**src/ecrs_pkg.sv**
```systemverilog
// Package with field positions, codes and cycle counts for the reference sequencer.
`default_nettype none
package ecrs_pkg;
   localparam int unsigned CLK_SEL_HI_BIT  = 5;
   localparam int unsigned CLK_SEL_LO_BIT  = 4;
   localparam int unsigned REF_SEL_HI_BIT  = 3;
   localparam int unsigned REF_SEL_LO_BIT  = 2;
   localparam logic [1:0]  CLK_MODE_EXT    = 2'h3;
   localparam logic [1:0]  CLK_SEL_RESET   = 2'h2;
   localparam logic [1:0]  REF_SEL_RESET   = 2'h2;
   localparam int unsigned CHAN_WAKE_CYC   = 218;
   localparam int unsigned TEMP_WAKE_CYC   = 244;
   localparam int unsigned TEMP_OUT_CYC    = 188;
   localparam int unsigned CNT_W           = 9;

   // Codes 00 and 10 run the converter from the internal reference.
   function automatic logic ecrs_uses_internal(input logic [1:0] sel);
      return ~sel[0];
   endfunction : ecrs_uses_internal

   typedef enum logic [3:0] {
      ECRS_IDLE = 4'h1,
      ECRS_WAKE = 4'h2,
      ECRS_CONV = 4'h4,
      ECRS_TOUT = 4'h8
   } ecrs_state_t;
endpackage : ecrs_pkg
`default_nettype wire

```
**src/ecrs_edge.sv**
```systemverilog
// Synchroniser and rising-edge finder for the external conversion clock.
`default_nettype none
module ecrs_edge (
   // Clock and reset.
   input  wire logic clock,
   input  wire logic rst,
   // Asynchronous pin and its edge pulse.
   input  wire logic pin,
   output logic      rise
);
   typedef struct packed {
      logic s1;
      logic s2;
      logic s3;
   } ecrs_edge_t;
   ecrs_edge_t st_r;
   ecrs_edge_t st_nxt;

   // Two stages settle the pin; only the third stage compares against the second.
   always_comb begin
      st_nxt    = st_r;
      st_nxt.s1 = pin;
      st_nxt.s2 = st_r.s1;
      st_nxt.s3 = st_r.s2;
   end

   always_ff @(posedge clock) begin
      if (rst) begin
         st_r <= '0;
      end else begin
         st_r <= st_nxt;
      end
   end

   // The pulse is one cycle wide, taken after the synchroniser.
   assign rise = st_r.s2 & ~st_r.s3;
endmodule : ecrs_edge
`default_nettype wire

```
**src/ecrs_top.sv**
```systemverilog
// Reference sequencer for the external conversion clock mode.
`default_nettype none
module ecrs_top #(
   parameter int unsigned CNT_W = ecrs_pkg::CNT_W
) (
   // Clock and reset.
   input  wire logic       clock,
   input  wire logic       rst,
   // Setup byte write from the command decoder.
   input  wire logic       setup_wr,
   input  wire logic [7:0] setup_byte,
   // External conversion clock (serial clock pin).
   input  wire logic       ext_conv_clk,
   // Conversion requests and scan end from the sequencing logic.
   input  wire logic       chan_req,
   input  wire logic       temp_req,
   input  wire logic       scan_done,
   // Status and controls.
   output logic [1:0]      clock_select,
   output logic [1:0]      reference_select,
   output logic            int_ref_on,
   output logic            busy,
   output logic            conv_start,
   output logic            temp_out_valid,
   output logic            shared_pin_is_ref
);
   typedef struct packed {
      logic [1:0]          clk_sel;
      logic [1:0]          ref_sel;
      logic                ref_on;
      logic                is_temp;
      logic [CNT_W-1:0]    cnt;
      ecrs_pkg::ecrs_state_t fsm;
      logic                start;
      logic                tvalid;
      logic                pin_ref;
      logic                busy;
      logic [CNT_W-1:0]    edges;
   } ecrs_top_t;

   ecrs_top_t st_r;
   ecrs_top_t st_nxt;
   logic      ext_rise;
   logic      ext_mode;

   ecrs_edge u_edge (
      .clock (clock),
      .rst   (rst),
      .pin   (ext_conv_clk),
      .rise  (ext_rise)
   );

   assign ext_mode = (st_r.clk_sel == ecrs_pkg::CLK_MODE_EXT);

   // Sequencer: delays count rising edges of the external conversion clock.
   always_comb begin
      st_nxt       = st_r;
      st_nxt.start = 1'b0;
      if (setup_wr && st_r.fsm == ecrs_pkg::ECRS_IDLE) begin
         st_nxt.clk_sel = setup_byte[ecrs_pkg::CLK_SEL_HI_BIT:ecrs_pkg::CLK_SEL_LO_BIT];
         st_nxt.ref_sel = setup_byte[ecrs_pkg::REF_SEL_HI_BIT:ecrs_pkg::REF_SEL_LO_BIT];
      end
      st_nxt.pin_ref = ~ecrs_pkg::ecrs_uses_internal(st_nxt.ref_sel);
      case (st_r.fsm)
         ecrs_pkg::ECRS_IDLE: begin
            if (ext_mode && temp_req) begin
               st_nxt.ref_on  = 1'b1;
               st_nxt.is_temp = 1'b1;
               st_nxt.tvalid  = 1'b0;
               st_nxt.cnt     = CNT_W'(ecrs_pkg::TEMP_WAKE_CYC);
               st_nxt.fsm     = ecrs_pkg::ECRS_WAKE;
            end else if (ext_mode && chan_req) begin
               st_nxt.is_temp = 1'b0;
               st_nxt.tvalid  = 1'b0;
               if (ecrs_pkg::ecrs_uses_internal(st_r.ref_sel) && !st_r.ref_on) begin
                  st_nxt.ref_on = 1'b1;
                  st_nxt.cnt    = CNT_W'(ecrs_pkg::CHAN_WAKE_CYC);
                  st_nxt.fsm    = ecrs_pkg::ECRS_WAKE;
               end else begin
                  // External reference: convert at once, reference untouched.
                  st_nxt.start = 1'b1;
                  st_nxt.fsm   = ecrs_pkg::ECRS_CONV;
               end
            end
         end
         ecrs_pkg::ECRS_WAKE: begin
            if (ext_rise) begin
               if (st_r.cnt == CNT_W'(1)) begin
                  st_nxt.start = 1'b1;
                  if (st_r.is_temp) begin
                     st_nxt.cnt = CNT_W'(ecrs_pkg::TEMP_OUT_CYC);
                     st_nxt.fsm = ecrs_pkg::ECRS_TOUT;
                  end else begin
                     st_nxt.fsm = ecrs_pkg::ECRS_CONV;
                  end
               end else begin
                  st_nxt.cnt = st_r.cnt - CNT_W'(1);
               end
            end
         end
         ecrs_pkg::ECRS_CONV: begin
            if (scan_done) begin
               // Shutting down saves power; next request pays the wake delay.
               if (ecrs_pkg::ecrs_uses_internal(st_r.ref_sel)) begin
                  st_nxt.ref_on = 1'b0;
               end
               st_nxt.fsm = ecrs_pkg::ECRS_IDLE;
            end
         end
         ecrs_pkg::ECRS_TOUT: begin
            if (ext_rise) begin
               if (st_r.cnt == CNT_W'(1)) begin
                  st_nxt.tvalid = 1'b1;
                  st_nxt.ref_on = 1'b0;
                  st_nxt.fsm    = ecrs_pkg::ECRS_IDLE;
               end else begin
                  st_nxt.cnt = st_r.cnt - CNT_W'(1);
               end
            end
         end
         default: begin
            st_nxt.fsm = ecrs_pkg::ECRS_IDLE;
         end
      endcase
      // Busy is registered so that the status port comes straight from a flop.
      st_nxt.busy = (st_nxt.fsm != ecrs_pkg::ECRS_IDLE);
      // Edge count since idle was left; only the checks read it, and it may wrap
      // during a long scan, a stretch that no check looks at.
      if (st_r.fsm == ecrs_pkg::ECRS_IDLE) begin
         st_nxt.edges = '0;
      end else if (ext_rise) begin
         st_nxt.edges = st_r.edges + CNT_W'(1);
      end
   end

   // State register; reset lands in clock mode 10 and the default reference mode.
   always_ff @(posedge clock) begin
      if (rst) begin
         st_r         <= '0;
         st_r.clk_sel <= ecrs_pkg::CLK_SEL_RESET;
         st_r.ref_sel <= ecrs_pkg::REF_SEL_RESET;
         st_r.fsm     <= ecrs_pkg::ECRS_IDLE;
      end else begin
         st_r <= st_nxt;
      end
   end

   assign clock_select      = st_r.clk_sel;
   assign reference_select  = st_r.ref_sel;
   assign int_ref_on        = st_r.ref_on;
   assign busy              = st_r.busy;
   assign conv_start        = st_r.start;
   assign temp_out_valid    = st_r.tvalid;
   assign shared_pin_is_ref = st_r.pin_ref;
endmodule : ecrs_top
`default_nettype wire

```
**config.mk**
```make
export PLATFORM = sky130hd
export DESIGN_NAME = ecrs_top
export DESIGN_NICKNAME = d
export VERILOG_FILES = /design/src/ecrs_pkg.sv /design/src/ecrs_edge.sv /design/src/ecrs_top.sv
export SDC_FILE = /design/constraint.sdc
export NUM_CORES = 1
export LEC_CHECK = 0
export BUFFER_PORTS_ARGS = -buffer_cell sky130_fd_sc_hd__buf_2
export CORE_MARGIN = 2
export CORE_UTILIZATION = 55
export CTS_CLUSTER_SIZE = 12
export DETAILED_ROUTE_END_ITERATION = 7
export GPL_ROUTABILITY_DRIVEN = 0
export GPL_TIMING_DRIVEN = 0
export PLACE_DENSITY_LB_ADDON = 0.08
export SYNTH_ARGS = -nofsm -noshare
export SYNTH_HDL_FRONTEND = slang
export SYNTH_SLANG_ARGS = --single-unit
```
**constraint.sdc**
```tcl
create_clock -name clock -period 1.93 [get_ports clock]
set_input_delay 0.0965 -clock clock [delete_from_list [all_inputs] [get_ports clock]]
set_output_delay 0.0965 -clock clock [all_outputs]
set_load 0.005 [all_outputs]
```
==> results.py <==
metrics = {
    "critical_path": {
        "worst_r2r_endpoint": "st_r[15]$_SDFF_PP0_",
        "critPathArrivalTime_ps": 2120,
        "r2r_start": "st_r[13]$_SDFF_PP1_",
        "crit_type": "reg2reg",
        "number_of_cell_instances_on_the_worst_register_to_register_path": 4,
        "critical_path.max_fanout": 6,
        "reg2reg_slack_ps": 90,
        "critical_path.max_stage_delay_ps": 540,
        "timing.critical_path.required_ps": 2210,
        "worst_setup_path_end_kind": "flop",
        "timing.critical_path.slowest_stage_cell": "sky130_fd_sc_hd__or4b_4",
        "timing.critical_path.from_type": "flop",
        "path_cells": "or4b_4 -> or4_4 -> o221ai_2 -> and2_1",
    },
    "detailed_routing": {
        "detailed_route_wire_length_um": 3240,
        "route.antenna.remaining_nets": 0,
        "avgViaCountPerCell": 5.942,
        "route.vias.total": 1325,
        "drt-initial-drc-count": 40,
        "detailedRoute.firstPassIterationCount": 4,
        "post-route-drc-count": 0,
        "post_drt_wl_per_cell_um": 14.53,
    },
    "floorplanning": {
        "die-width_um": 54.28,
        "num_rows": 18,
        "top_level_ports": 24,
        "placeableCoreArea_um2": 2432,
        "starting_density_of_the_core_pct": 57.15,
        "design.die.area_um2": 2946,
        "die_height_um": 54.28,
    },
    "placement": {
        "place_area_um2": 1523,
        "io_buffers": 19,
        "dp_hpwl_um": 2349,
        "placement.setup.worst_slack_ps": 2.755,
    },
    "sta": {
        "setup-violations-final": 0,
        "setup_total_negative_slack_ps": 0,
        "worst_pin_slew_ps": 628.0,
        "rsz0062_at_grt": "no",
        "maxSlewViolCount": 0,
        "timing.max_slew.rel_slack_pct": 57.75,
        "finalHoldViolations": 0,
        "worst_case_clock_skew_ps": 1.920,
        "period_minus_ws_final_ps": 1839,
        "post-route-worst-setup-slack_ps": 90.54,
        "max_freq_mhz": 543.6,
        "layout_worst_path_cycle_share_pct": 95.31,
    },
    "final_layout": {
        "layout.cells.most_common": "sky130_fd_sc_hd__dfxtp_1",
        "syn2layout_area_growth_pct": 20.88,
        "antenna_diode_count": 0,
        "fraction_of_final_layout_cells_with_drive_strength_greater_than_1_pct": 26.42,
        "mostFrequentLayoutCells": "24 x sky130_fd_sc_hd__dfxtp_1, 19 x sky130_fd_sc_hd__buf_2, 15 x sky130_fd_sc_hd__nor2_1",
        "final_area_um2": 1680,
        "nets": 211,
    },
    "min_path": {
        "hold-path-endpoint": "reference_select[0]$_SDFFE_PP0P_",
        "hold-path-cell-count": 3,
        "hold_path.class": "in2reg",
        "hold_path.startpoint": "setup_byte[2]",
    },
    "logic_synthesis": {
        "yosysWarningCount": 0,
        "combinational_family_with_the_most_area_after_synthesis": "simple AND/OR/NAND/NOR gates",
        "synth_edf_count": 0,
        "synth-seq-area-share_pct": 36.00,
        "synth.net_count": 181,
        "synth_mux_area_share_pct": 0,
        "async_flop_share_pct": 0,
        "synthesis.instances": 164,
        "ys_ff_latch": 25,
        "synthSimpleGateAreaFrac_pct": 30.96,
        "synthXorXnorAreaFrac_pct": 1.800,
        "synth_ff_type": "sky130_fd_sc_hd__dfxtp_1",
        "synth-compound-area-share_pct": 24.57,
        "mappedNetlistArea_um2": 1390,
        "synth_area_per_cell_um2": 8.476,
        "synthAdderAreaFrac_pct": 1.800,
        "netlist-cell-type-count": 48,
    },
    "pwr": {
        "static-leakage-power_nw": 0.6495,
        "netSwitchingFraction_pct": 28.80,
        "total_switching_power_w": 0.0002872,
        "ir_drop_mv": 0.4771,
        "p_clk_share_pct": 24.0,
        "sequential_share_of_power_pct": 56.3,
        "power.combinational.fraction_pct": 19.6,
        "power.density_nw_per_um2": 593.5,
        "internal_power_w": 0.0007101,
    },
    "global_route": {
        "globalRouteTotalUtil_pct": 23.26,
        "global_route.overflow_total": 0,
        "pin_count_of_the_biggest_net_entering_global_routing": 16,
        "antenna_violations_before_repair": 0,
        "grt_pass1_vias": 1163,
        "grt_first_pass_wirelength_um": 5050,
    },
    "outcome": {
        "outcome": "completed",
    },
    "clocking": {
        "clock_tree.buffer_depth": 2,
        "htreeDepth": 1,
        "cts-buffers-inserted": 3,
        "cts_tree": "yes",
        "clkSlewWorstSetupHoldPaths_ps": 140,
        "clock_sinks": 25,
        "worst_skew_pair.late_latency_ps": 320,
        "clk_root_buffer_cell": "sky130_fd_sc_hd__clkbuf_4",
    },
    "flow_run": {
        "max_cap_violations": 0,
    },
}
## through the flow
| stage | total power (W) | util, % | hold slack (ps) | std cells |
|---|---|---|---|---|
| 2_1_floorplan | 0.0006824 | - | 224.7 | 164 |
| 3_3_place_gp | 0.0007324 | 62.60 | 303.1 | 213 |
| 3_5_place_dp | 0.0007363 | 62.60 | 330.5 | 213 |
| 4_1_cts | 0.0009761 | 64.92 | 0.3914 | 219 |
| 5_1_grt | 0.001047 | 69.08 | 21.92 | 223 |
| 6_report | 0.0009973 | 69.08 | 10.53 | 223 |
## layer usage
metal  wire [um]  part of all wire [%]  global-route usage [%]
met2        1627                    50                   40.76
met4          18                  0.56                   7.500
met5           0                     0                       0
met3         163                   5.0                   2.732
met1        1431                    44                   29.57
## flip-flops by register name, indices dropped and copies added (netlist names)
register and cells:
temp_out_valid 1, reference_select 2, u_edge.st_r 1, st_r 14, clock_select 2, int_ref_on 1, u_edge.st_nxt 2, conv_start 1
busy 1
## Yosys cell counts (2+ instances only)
| library cell | instances | area [um2] |
|---|---|---|
| sky130_fd_sc_hd__a211o_1 | 2 | 17.52 |
| sky130_fd_sc_hd__a211oi_1 | 4 | 30.03 |
| sky130_fd_sc_hd__a21oi_1 | 14 | 70.07 |
| sky130_fd_sc_hd__and2_1 | 2 | 12.51 |
| sky130_fd_sc_hd__and3_1 | 4 | 25.02 |
| sky130_fd_sc_hd__buf_4 | 5 | 37.54 |
| sky130_fd_sc_hd__clkbuf_1 | 2 | 7.510 |
| sky130_fd_sc_hd__dfxtp_1 | 25 | 500.5 |
| sky130_fd_sc_hd__ha_1 | 2 | 25.02 |
| sky130_fd_sc_hd__inv_1 | 6 | 22.52 |
| sky130_fd_sc_hd__nand2_1 | 12 | 45.04 |
| sky130_fd_sc_hd__nand3_1 | 6 | 30.03 |
| sky130_fd_sc_hd__nor2_1 | 16 | 60.06 |
| sky130_fd_sc_hd__nor2b_1 | 3 | 18.77 |
| sky130_fd_sc_hd__nor3_1 | 7 | 35.03 |
| sky130_fd_sc_hd__nor3b_1 | 4 | 30.03 |
| sky130_fd_sc_hd__nor4_1 | 2 | 12.51 |
| sky130_fd_sc_hd__nor4b_2 | 2 | 30.03 |
| sky130_fd_sc_hd__o21a_1 | 2 | 15.01 |
| sky130_fd_sc_hd__o21ai_0 | 11 | 55.05 |
| sky130_fd_sc_hd__o21ai_1 | 6 | 30.03 |
## cells by family after synthesis
kind of cell / Yosys count
AO/OA/AOI/OAI: 50
XOR/XNOR: 2
adder cells (fa/ha/maj): 2
buffers and inverters: 13
flip-flops: 25
AND/OR/NAND/NOR: 72
## worst max-delay path by stage
stage	endpoint	slack, ps	start
5_1_grt	st_r[23]$_SDFFE_PP0P_	6	st_r[18]$_SDFFE_PP0P_
3_5_place_dp	st_r[18]$_SDFFE_PP0P_	3	st_r[21]$_SDFFE_PP0P_
2_1_floorplan	st_r[23]$_SDFFE_PP0P_	260	st_r[21]$_SDFFE_PP0P_
4_1_cts	st_r[20]$_SDFFE_PP0P_	10	st_r[14]$_SDFF_PP0_
6_report	st_r[15]$_SDFF_PP0_	90	st_r[13]$_SDFF_PP1_
3_3_place_gp	st_r[18]$_SDFFE_PP0P_	10	st_r[21]$_SDFFE_PP0P_
## critical path, delay by kind of cell, from the launching register on
kind | cells | cell delay (ps)
and+or+nand+nor | 3 | 1200
DFF | 1 | 520
AOI/OAI and AO/OA | 1 | 80
## cell type report
class                   instances  area, um2
plain buffers                   7      45.04
clock buffers                   3      22.52
clock inverters                 1      7.507
fillers                       186      752.0
inverters                       6      22.52
multi-input cells             127      905.9
flip-flops and latches         25      501.7
well taps                      30      37.54
repair buffers                 24      137.6
## power groups by stage
| stage | combinational, W | sequential (W) | clock (W) |
|---|---|---|---|
| 3_5_place_dp | 0.000167 | 0.000569 | 0 |
| 5_1_grt | 0.000216 | 0.000564 | 0.000267 |
| 2_1_floorplan | 0.000117 | 0.000565 | 0 |
| 3_3_place_gp | 0.000165 | 0.000567 | 0 |
| 4_1_cts | 0.000172 | 0.000558 | 0.000246 |
| 6_report | 0.000196 | 0.000562 | 0.000240 |
## what timing repair did
action                     CTS  global route
hold endpoints to repair     2             0
gates cloned                 0             1
resized for setup            1            10
hold buffers                 2             0
pin swaps                    0             3
buffers inserted             0             3
setup endpoints to repair    1            10
No activity file was read; power rests on OpenSTA's default activity.
